==> src/common/pcds_pkg.sv <==
`default_nettype none

package pcds_pkg;

  // Width of the power-class code and of a self-ID packet word
  localparam int CODE_W = 3;
  localparam int WORD_W = 32;

  // Power field sits at packet bits 21..23, counted from the MSB as bit 0
  localparam int PWR_FIELD_FIRST = 21;
  localparam int PWR_FIELD_LAST = 23;
  localparam int PWR_LSB = WORD_W - 1 - PWR_FIELD_LAST;
  localparam int PWR_MSB = WORD_W - 1 - PWR_FIELD_FIRST;

  // Power-class codes
  localparam logic [CODE_W-1:0] PC_NO_POWER = 3'h0;
  localparam logic [CODE_W-1:0] PC_SELF_15W = 3'h1;
  localparam logic [CODE_W-1:0] PC_SELF_30W = 3'h2;
  localparam logic [CODE_W-1:0] PC_SELF_45W = 3'h3;
  localparam logic [CODE_W-1:0] PC_BUS_MAY = 3'h4;
  localparam logic [CODE_W-1:0] PC_BUS_LINK0 = 3'h5;
  localparam logic [CODE_W-1:0] PC_BUS_LINK3 = 3'h6;
  localparam logic [CODE_W-1:0] PC_BUS_LINK7 = 3'h7;

  // Reset value of the active code before straps are caught
  localparam logic [CODE_W-1:0] PC_RESET = 3'h0;

  // Wattage figures in whole watts
  localparam logic [5:0] SUPPLY_NONE = 6'h00;
  localparam logic [5:0] SUPPLY_15W = 6'h0f;
  localparam logic [5:0] SUPPLY_30W = 6'h1e;
  localparam logic [5:0] SUPPLY_45W = 6'h2d;
  localparam logic [3:0] DRAW_NONE = 4'h0;
  localparam logic [3:0] DRAW_3W = 4'h3;
  localparam logic [3:0] LINK_NONE = 4'h0;
  localparam logic [3:0] LINK_3W = 4'h3;
  localparam logic [3:0] LINK_7W = 4'h7;

  // Meaning of one power-class code
  typedef struct packed {
    logic needsPower;        // Node takes power from the bus
    logic repeatsPower;      // Node passes or supplies bus power
    logic selfPowered;       // Node has its own supply
    logic busPowered;        // Node is definitely bus powered
    logic busOptional;       // Node may be bus powered
    logic [5:0] supplyMinW;  // Least power given to the bus
    logic [3:0] drawMaxW;    // Most power taken from the bus
    logic [3:0] linkExtraW;  // Extra power needed to enable the link
  } pcds_class_info_type;

  // Controller states, one-hot
  typedef enum logic [1:0] {
    ST_LOAD = 2'b01,
    ST_RUN = 2'b10
  } pcds_state_type;

endpackage

`default_nettype wire

==> src/hw/power_class_default_select.sv <==
// Contract
// RL1: Straps give default self-ID power field.
// RL2: Catch strap code after every hardware reset.
// RL3: Software write replaces the strap default.
// RL4: Code 000: no power needed or repeated.
// RL5: Codes 001-011: self powered, 15/30/45 W.
// RL6: Code 100: may draw bus, up to 3W.
// RL7: Codes 101-111: bus powered, link 0/3/7 W.
// RL8: Active code held until write or reset.
`timescale 1ns/100ps
`default_nettype none

module power_class_default_select (
  // Clock and reset
  input wire logic clk,
  input wire logic resetn,
  // Board straps
  input wire logic [pcds_pkg::CODE_W-1:0] powerClassStraps,
  // Software write of the power-class setting
  input wire logic pwrClassWrite,
  input wire logic [pcds_pkg::CODE_W-1:0] pwrClassWrData,
  // Self-ID word from the packet generator
  input wire logic selfIdValid,
  input wire logic [pcds_pkg::WORD_W-1:0] selfIdWord,
  // Self-ID word with the power field filled
  output logic selfIdOutValid,
  output logic [pcds_pkg::WORD_W-1:0] selfIdOutWord,
  // Active code and its meaning
  output logic [pcds_pkg::CODE_W-1:0] powerClass,
  output pcds_pkg::pcds_class_info_type classInfo,
  output logic classLoaded,
  output logic classFromSoftware
);

  // Controller state
  pcds_pkg::pcds_state_type state_r;
  pcds_pkg::pcds_state_type state_nxt;
  // Active power-class value
  logic [pcds_pkg::CODE_W-1:0] powerClass_r;
  logic [pcds_pkg::CODE_W-1:0] powerClass_nxt;
  // Source of the active value
  logic fromSw_r;
  logic fromSw_nxt;
  logic loaded_r;
  // Registered meaning, aligned with powerClass_r
  pcds_pkg::pcds_class_info_type info_r;
  pcds_pkg::pcds_class_info_type infoNxt;
  // Output word path
  logic outValid_r;
  logic [pcds_pkg::WORD_W-1:0] outWord_r;
  logic [pcds_pkg::WORD_W-1:0] outWord_nxt;

  // Decode wires
  wire inLoad = (state_r == pcds_pkg::ST_LOAD);
  // Strap capture is the first clocked step after reset release
  wire strapTake = inLoad && !pwrClassWrite;

  // Next state: leave load after one edge
  always_comb begin
    state_nxt = state_r;
    unique case (state_r)
      pcds_pkg::ST_LOAD: state_nxt = pcds_pkg::ST_RUN;
      pcds_pkg::ST_RUN: state_nxt = pcds_pkg::ST_RUN;
      default: state_nxt = pcds_pkg::ST_LOAD; // Illegal code recovers via reload
    endcase
  end

  // Value selection; a write in the load cycle wins, being later in intent
  assign powerClass_nxt = pwrClassWrite ? pwrClassWrData : // [RL3]
                          strapTake ? powerClassStraps : // [RL2]
                          powerClass_r; // [RL8]
  assign fromSw_nxt = pwrClassWrite ? 1'b1 : (strapTake ? 1'b0 : fromSw_r); // [RL3]

  // Meaning of the next value, so info_r tracks powerClass_r
  pcds_class_decode uDecode (
    .code(powerClass_nxt),
    .info(infoNxt)
  );

  // Self-ID word with the power field replaced; uses the value already active
  always_comb begin
    outWord_nxt = selfIdWord;
    outWord_nxt[pcds_pkg::PWR_MSB:pcds_pkg::PWR_LSB] = powerClass_r; // [RL1]
  end

  // State register; async reset forces a reload of the straps
  always_ff @(posedge clk or negedge resetn) begin
    if (!resetn) begin
      state_r <= pcds_pkg::ST_LOAD; // [RL2]
    end else begin
      state_r <= state_nxt;
    end
  end

  // Active value; straps are never sampled under reset itself
  always_ff @(posedge clk or negedge resetn) begin
    if (!resetn) begin
      powerClass_r <= pcds_pkg::PC_RESET;
      fromSw_r <= 1'b0;
      loaded_r <= 1'b0;
    end else begin
      powerClass_r <= powerClass_nxt; // [RL8]
      fromSw_r <= fromSw_nxt;
      loaded_r <= 1'b1;
    end
  end

  // Registered meaning of the active code
  always_ff @(posedge clk or negedge resetn) begin
    if (!resetn) begin
      info_r <= '0;
    end else begin
      info_r <= infoNxt;
    end
  end

  // Word path; one cycle of latency, no buffering
  always_ff @(posedge clk or negedge resetn) begin
    if (!resetn) begin
      outValid_r <= 1'b0;
      outWord_r <= '0;
    end else begin
      outValid_r <= selfIdValid;
      outWord_r <= outWord_nxt; // [RL1]
    end
  end

  // Outputs straight from flops
  assign selfIdOutValid = outValid_r;
  assign selfIdOutWord = outWord_r;
  assign powerClass = powerClass_r;
  assign classInfo = info_r;
  assign classLoaded = loaded_r;
  assign classFromSoftware = fromSw_r;

  // Field carries the active code one cycle later
  AST_FIELD_CODE: assert property ( // [RL1]
    @(posedge clk) disable iff (!resetn)
    selfIdValid |=> selfIdOutValid &&
      (selfIdOutWord[pcds_pkg::PWR_MSB:pcds_pkg::PWR_LSB] == $past(powerClass_r)))
    else $error("power field does not carry active code");

  // Other word bits pass untouched
  AST_FIELD_KEEP: assert property ( // [RL1]
    @(posedge clk) disable iff (!resetn)
    selfIdValid |=> (selfIdOutWord[pcds_pkg::PWR_LSB-1:0] ==
      $past(selfIdWord[pcds_pkg::PWR_LSB-1:0]))
      && (selfIdOutWord[pcds_pkg::WORD_W-1:pcds_pkg::PWR_MSB+1] ==
      $past(selfIdWord[pcds_pkg::WORD_W-1:pcds_pkg::PWR_MSB+1])))
    else $error("self-ID bits outside power field altered");

  // Straps become active after reset release
  AST_STRAP_LOAD: assert property ( // [RL2]
    @(posedge clk) disable iff (!resetn)
    // Sampled resetn keeps the release edge itself out of the antecedent
    (resetn && inLoad && !pwrClassWrite) |=> (powerClass_r == $past(powerClassStraps))
      && !classFromSoftware && classLoaded)
    else $error("strap default not loaded after reset");

  // Software write takes over next cycle
  AST_SW_WRITE: assert property ( // [RL3]
    @(posedge clk) disable iff (!resetn)
    pwrClassWrite |=> (powerClass_r == $past(pwrClassWrData)) && classFromSoftware)
    else $error("software power-class write not applied");

  // Code 000 neither needs nor repeats power
  AST_CODE_NONE: assert property ( // [RL4]
    @(posedge clk) disable iff (!resetn)
    (powerClass_r == pcds_pkg::PC_NO_POWER) |->
      !classInfo.needsPower && !classInfo.repeatsPower)
    else $error("code 000 meaning wrong");

  // Self-powered code 010 gives the 30 W minimum supply
  AST_CODE_SELF: assert property ( // [RL5]
    @(posedge clk) disable iff (!resetn)
    (powerClass_r == pcds_pkg::PC_SELF_30W) |->
      classInfo.selfPowered && (classInfo.supplyMinW == pcds_pkg::SUPPLY_30W))
    else $error("self-powered 30 W meaning wrong");

  // Optional bus power limited to 3 W
  AST_CODE_MAY: assert property ( // [RL6]
    @(posedge clk) disable iff (!resetn)
    (powerClass_r == pcds_pkg::PC_BUS_MAY) |->
      classInfo.busOptional && !classInfo.busPowered
      && (classInfo.drawMaxW == pcds_pkg::DRAW_3W))
    else $error("code 100 meaning wrong");

  // Bus-powered code 111 needs 7 W link extra and draws up to 3 W
  AST_CODE_BUS: assert property ( // [RL7]
    @(posedge clk) disable iff (!resetn)
    (powerClass_r == pcds_pkg::PC_BUS_LINK7) |->
      classInfo.busPowered && (classInfo.linkExtraW == pcds_pkg::LINK_7W)
      && (classInfo.drawMaxW == pcds_pkg::DRAW_3W))
    else $error("code 111 meaning wrong");

  // Value holds with no write once running
  AST_HOLD: assert property ( // [RL8]
    @(posedge clk) disable iff (!resetn)
    (!inLoad && !pwrClassWrite) |=> $stable(powerClass_r) && $stable(classFromSoftware))
    else $error("active power class changed without a write");

endmodule // power_class_default_select

`default_nettype wire

==> src/hw/pcds_class_decode.sv <==
`timescale 1ns/100ps
`default_nettype none

module pcds_class_decode (
  // Code in
  input wire logic [pcds_pkg::CODE_W-1:0] code,
  // Meaning out
  output pcds_pkg::pcds_class_info_type info
);

  // Pure table lookup; every code is legal so no default
  always_comb begin
    info = '0;
    unique case (code)
      pcds_pkg::PC_NO_POWER: begin // [RL4]
        info.needsPower = 1'b0;
        info.repeatsPower = 1'b0;
      end
      pcds_pkg::PC_SELF_15W: begin // [RL5]
        info.selfPowered = 1'b1;
        info.repeatsPower = 1'b1;
        info.supplyMinW = pcds_pkg::SUPPLY_15W;
      end
      pcds_pkg::PC_SELF_30W: begin // [RL5]
        info.selfPowered = 1'b1;
        info.repeatsPower = 1'b1;
        info.supplyMinW = pcds_pkg::SUPPLY_30W;
      end
      pcds_pkg::PC_SELF_45W: begin // [RL5]
        info.selfPowered = 1'b1;
        info.repeatsPower = 1'b1;
        info.supplyMinW = pcds_pkg::SUPPLY_45W;
      end
      pcds_pkg::PC_BUS_MAY: begin // [RL6]
        info.busOptional = 1'b1;
        info.needsPower = 1'b1;
        info.drawMaxW = pcds_pkg::DRAW_3W;
      end
      pcds_pkg::PC_BUS_LINK0: begin // [RL7]
        info.busPowered = 1'b1;
        info.needsPower = 1'b1;
        info.drawMaxW = pcds_pkg::DRAW_3W;
        info.linkExtraW = pcds_pkg::LINK_NONE;
      end
      pcds_pkg::PC_BUS_LINK3: begin // [RL7]
        info.busPowered = 1'b1;
        info.needsPower = 1'b1;
        info.drawMaxW = pcds_pkg::DRAW_3W;
        info.linkExtraW = pcds_pkg::LINK_3W;
      end
      pcds_pkg::PC_BUS_LINK7: begin // [RL7]
        info.busPowered = 1'b1;
        info.needsPower = 1'b1;
        info.drawMaxW = pcds_pkg::DRAW_3W;
        info.linkExtraW = pcds_pkg::LINK_7W;
      end
    endcase
  end

endmodule // pcds_class_decode

`default_nettype wire

==> config.mk <==
export PLATFORM = sky130hd
export DESIGN_NAME = power_class_default_select
export DESIGN_NICKNAME = d
export VERILOG_FILES = /design/src/common/pcds_pkg.sv /design/src/hw/power_class_default_select.sv /design/src/hw/pcds_class_decode.sv
export SDC_FILE = /design/constraint.sdc
export NUM_CORES = 1
export LEC_CHECK = 0
export BUFFER_PORTS_ARGS = -buffer_cell sky130_fd_sc_hd__buf_2
export CAP_MARGIN = 0
export CORE_ASPECT_RATIO = 1.1
export CORE_MARGIN = 10
export CORE_UTILIZATION = 40
export CTS_CLUSTER_DIAMETER = 80
export DETAILED_ROUTE_END_ITERATION = 10
export HOLD_SLACK_MARGIN = 0.05
export PLACE_DENSITY = 0.82
export SLEW_MARGIN = 20
export SYNTH_ARGS = -nofsm -noshare
export SYNTH_HDL_FRONTEND = slang
export SYNTH_SLANG_ARGS = --single-unit
export TNS_END_PERCENT = 10
==> constraint.sdc <==
create_clock -name clk -period 1.99 [get_ports clk]
set_input_delay 0.199 -clock clk [delete_from_list [all_inputs] [get_ports clk]]
set_output_delay 0.199 -clock clk [all_outputs]
set_load 0.01 [all_outputs]
==> out/results.tsv <==
metric	value	unit
crit_path_cell_trace	ha_1, mux2i_1, o21ai_4, nor2_1, nor2_1	
htreeDepth	2	
fp.dieH	85.2	um
pwr-share-clk	32.3	%
fillers	255	
io_pins	99	
vias_per_cell	4.35	
start_util	41.9	%
min_period	1.59	ns
drv_cap	0	
slew_headroom	52.2	%
dp.cells	228	
netSwitchingPower	478	uW
synthCells	91	
area_delta_synth_final	57.9	%
finish.net_count	259	
status	finished, final reports clean	
rows	23	
cp_num_buf_inv	0	
fin_crit_sh	79.7	%
synth-compound-area-share	3.97	%
yosys-top-cells-area	dfrtp_1 (81%), buf_4 (3.9%), o21ai_4 (3.2%)	
yosys.area.top_type	dfrtp_1	
yosys.area_share.adder	0.810	%
io_buffers	92	
cp_top_family	flip-flops	
start_kind	flop	
leakage	1.26	nW
num_vias	1158	
slowest_delay	0.52	ns
cp-end-kind	flop	
hold_class	in2reg	
core	0.00368	mm2
ys_warn_count	0	
drive_gt1_share	48.6	%
diodes	0	
cts_buffers	5	
synth_seq_area_share	82.7	%
dieArea	0.00675	mm2
grt_pass1_wl	7470	um
clockBufferDepth	2	
worst_slew_pin_slew	0.716	ns
clk_pin_slew	0.08	ns
cts-root-buf	clkbuf_8	
crit_top_cell	nor2_1	
wl_per_cell	18.5	um
clock_sinks	51	
tritoncts	done	
ant_nets	0	
layout.cells.non_filler	266	
max_freq	0.630	GHz
p_comb_share	13.8	%
clock-skew-final	0.00166	ns
synth_cell_types	19	
overflow	0	
internal_power	1.60	mW
post-place-ws	0.399	ns
hold_viol	0	
clk_latency	0.29	ns
power-per-cell-area	853	mW/mm2
grt_usage	14.8	%
seqPwrFrac	53.9	%
place_hpwl	3290	um
post-route-util	66.2	%
synth-simple-area-share	4.29	%
synth_xor_area_share	0.567	%
grt_pass1_vias	1281	
place.gp.congestion	0.786	
cts.hold.buffers_added	31	
synth_top_family_by_area	buffers and inverters	
grt_max_degree	36	
muxShareOfSynthArea	1.94	%
antenna_found_initial	0	
wirelength	4930	um
post_synth.cell_area_avg	17.0	um2
ys_seq_elements	51	
slowest_stage	dfstp_2	
netSwitchingFraction	23.0	%
rsz0062_at_grt	false	
setup_violations	0	
drt_iter0_drc	71	
finalMaxSlewViolations	0	
post_cts_buffers	0	
finalPower	2.08	mW
ir_worst_vdd	355	uV
critical_path_required	2.17	ns
critPathMaxFanout	7	
fin_tns_setup	0	ns
path_class	reg2reg	
die_x	79.2	um
arrival	1.76	ns
synth_area	0.00154	mm2
cts_resized	0	
remaining_drc_errors	0	
synth_top_area_share	81.0	%
drt_pass1_iterations	4	
fin_ws	0.404	ns
==> registers in the layout (all words and copies together) (netlist names) <==
register	count
classInfo	11
selfIdOutWord	32
state_r	2
classFromSoftware	1
powerClass	3
classLoaded	1
selfIdOutValid	1
==> cells in the mapped netlist <==
master,count
and2_1,1
nor3_1,1
nor2b_1,1
dfstp_2,1
o21ai_4,3
nand2_1,4
nor2_1,7
mux2i_1,3
buf_4,8
nor3b_1,1
xnor2_1,1
a21o_1,1
o21ai_0,1
conb_1,2
inv_1,3
dfrtp_1,50
inv_2,1
ha_1,1
buf_2,1
==> path summary, 6_finish.rpt <==
path                              startpoint           endpoint  depth (start not counted)  slack (ns)
hold / removal             pwrClassWrData[2]       classInfo[4]                          3        0.18
setup reg to reg                  state_r[0]      classInfo[16]                          5        0.40
hold reg to reg                powerClass[2]  selfIdOutWord[10]                          0        0.42
max in group asynchronous             resetn  selfIdOutWord[17]                          3        0.83
setup / recovery                  state_r[0]      classInfo[16]                          5        0.40
min in group asynchronous             resetn  selfIdOutWord[24]                          2        0.53
==> area by class of cell <==
| class | instances | area [um2] | share of cell area (%) |
|---|---|---|---|
| clock inverters | 1 | 30.0 | 1.23 |
| well taps | 50 | 62.6 | 2.57 |
| clock buffers | 6 | 72.6 | 2.98 |
| multi-input cells | 29 | 194 | 7.96 |
| flip-flops and latches | 51 | 1280 | 52.4 |
| repair buffers | 125 | 786 | 32.2 |
| inverters | 4 | 15.0 | 0.616 |
==> cell families after synthesis <==
| group | Yosys count |
|---|---|
| AO/OA/AOI/OAI | 5 |
| XOR/XNOR | 1 |
| adder cells (fa/ha/maj) | 1 |
| buffers and inverters | 13 |
| flip-flops | 51 |
| multiplexers | 3 |
| other | 2 |
| AND/OR/NAND/NOR | 15 |
==> through the flow <==
step	hold slack, ns	instance area [um2]
after floorplan	-0.0966	1550
after global routing	0.185	2440
after global placement	0.289	2020
after detailed placement	0.286	2020
final	0.182	2440
after CTS	0.173	2440
==> per-layer routing <==
| metal | global-route usage [%] | vias to the layer above | wire [um] | part of all wire, % |
|---|---|---|---|---|
| li1 | - | 515 | - | - |
| met1 | 16.0 | 560 | 1940 | 39 |
| met2 | 24.0 | 75 | 2310 | 47 |
| met3 | 7.91 | 8 | 606 | 12 |
| met4 | 5.38 | 0 | 74 | 1.5 |
| met5 | 0 | - | 0 | 0 |
==> power groups by stage <==
stage	clock [mW]	sequential, mW	combinational (mW)
3_5_place_dp	0	1.14	0.239
6_report	0.671	1.12	0.286
2_1_floorplan	0	1.17	0.0696
5_1_grt	0.737	1.13	0.313
3_3_place_gp	0	1.14	0.233
4_1_cts	0.680	1.12	0.288
==> worst register-to-register path, delay by kind of cell, from the launching register on <==
family | cells | cell delay (ns)
flops | 1 | 0.52
simple gates | 2 | 0.25
mux | 1 | 0.31
compound gates | 1 | 0.12
fa+ha+maj | 1 | 0.27
==> cells in the final DEF (no fill, tap or decap), drive strengths merged, types with 3 or more instances in the layout <==
cell,synthesis,final
buf,9,94
mux2i,3,3
dlygate4sd3,0,31
clkbuf,0,6
inv,4,4
nor2,7,7
nand2,4,4
o21ai,4,4
dfrtp,50,50
conb,2,4
No activity file was read; power rests on OpenSTA's default activity.
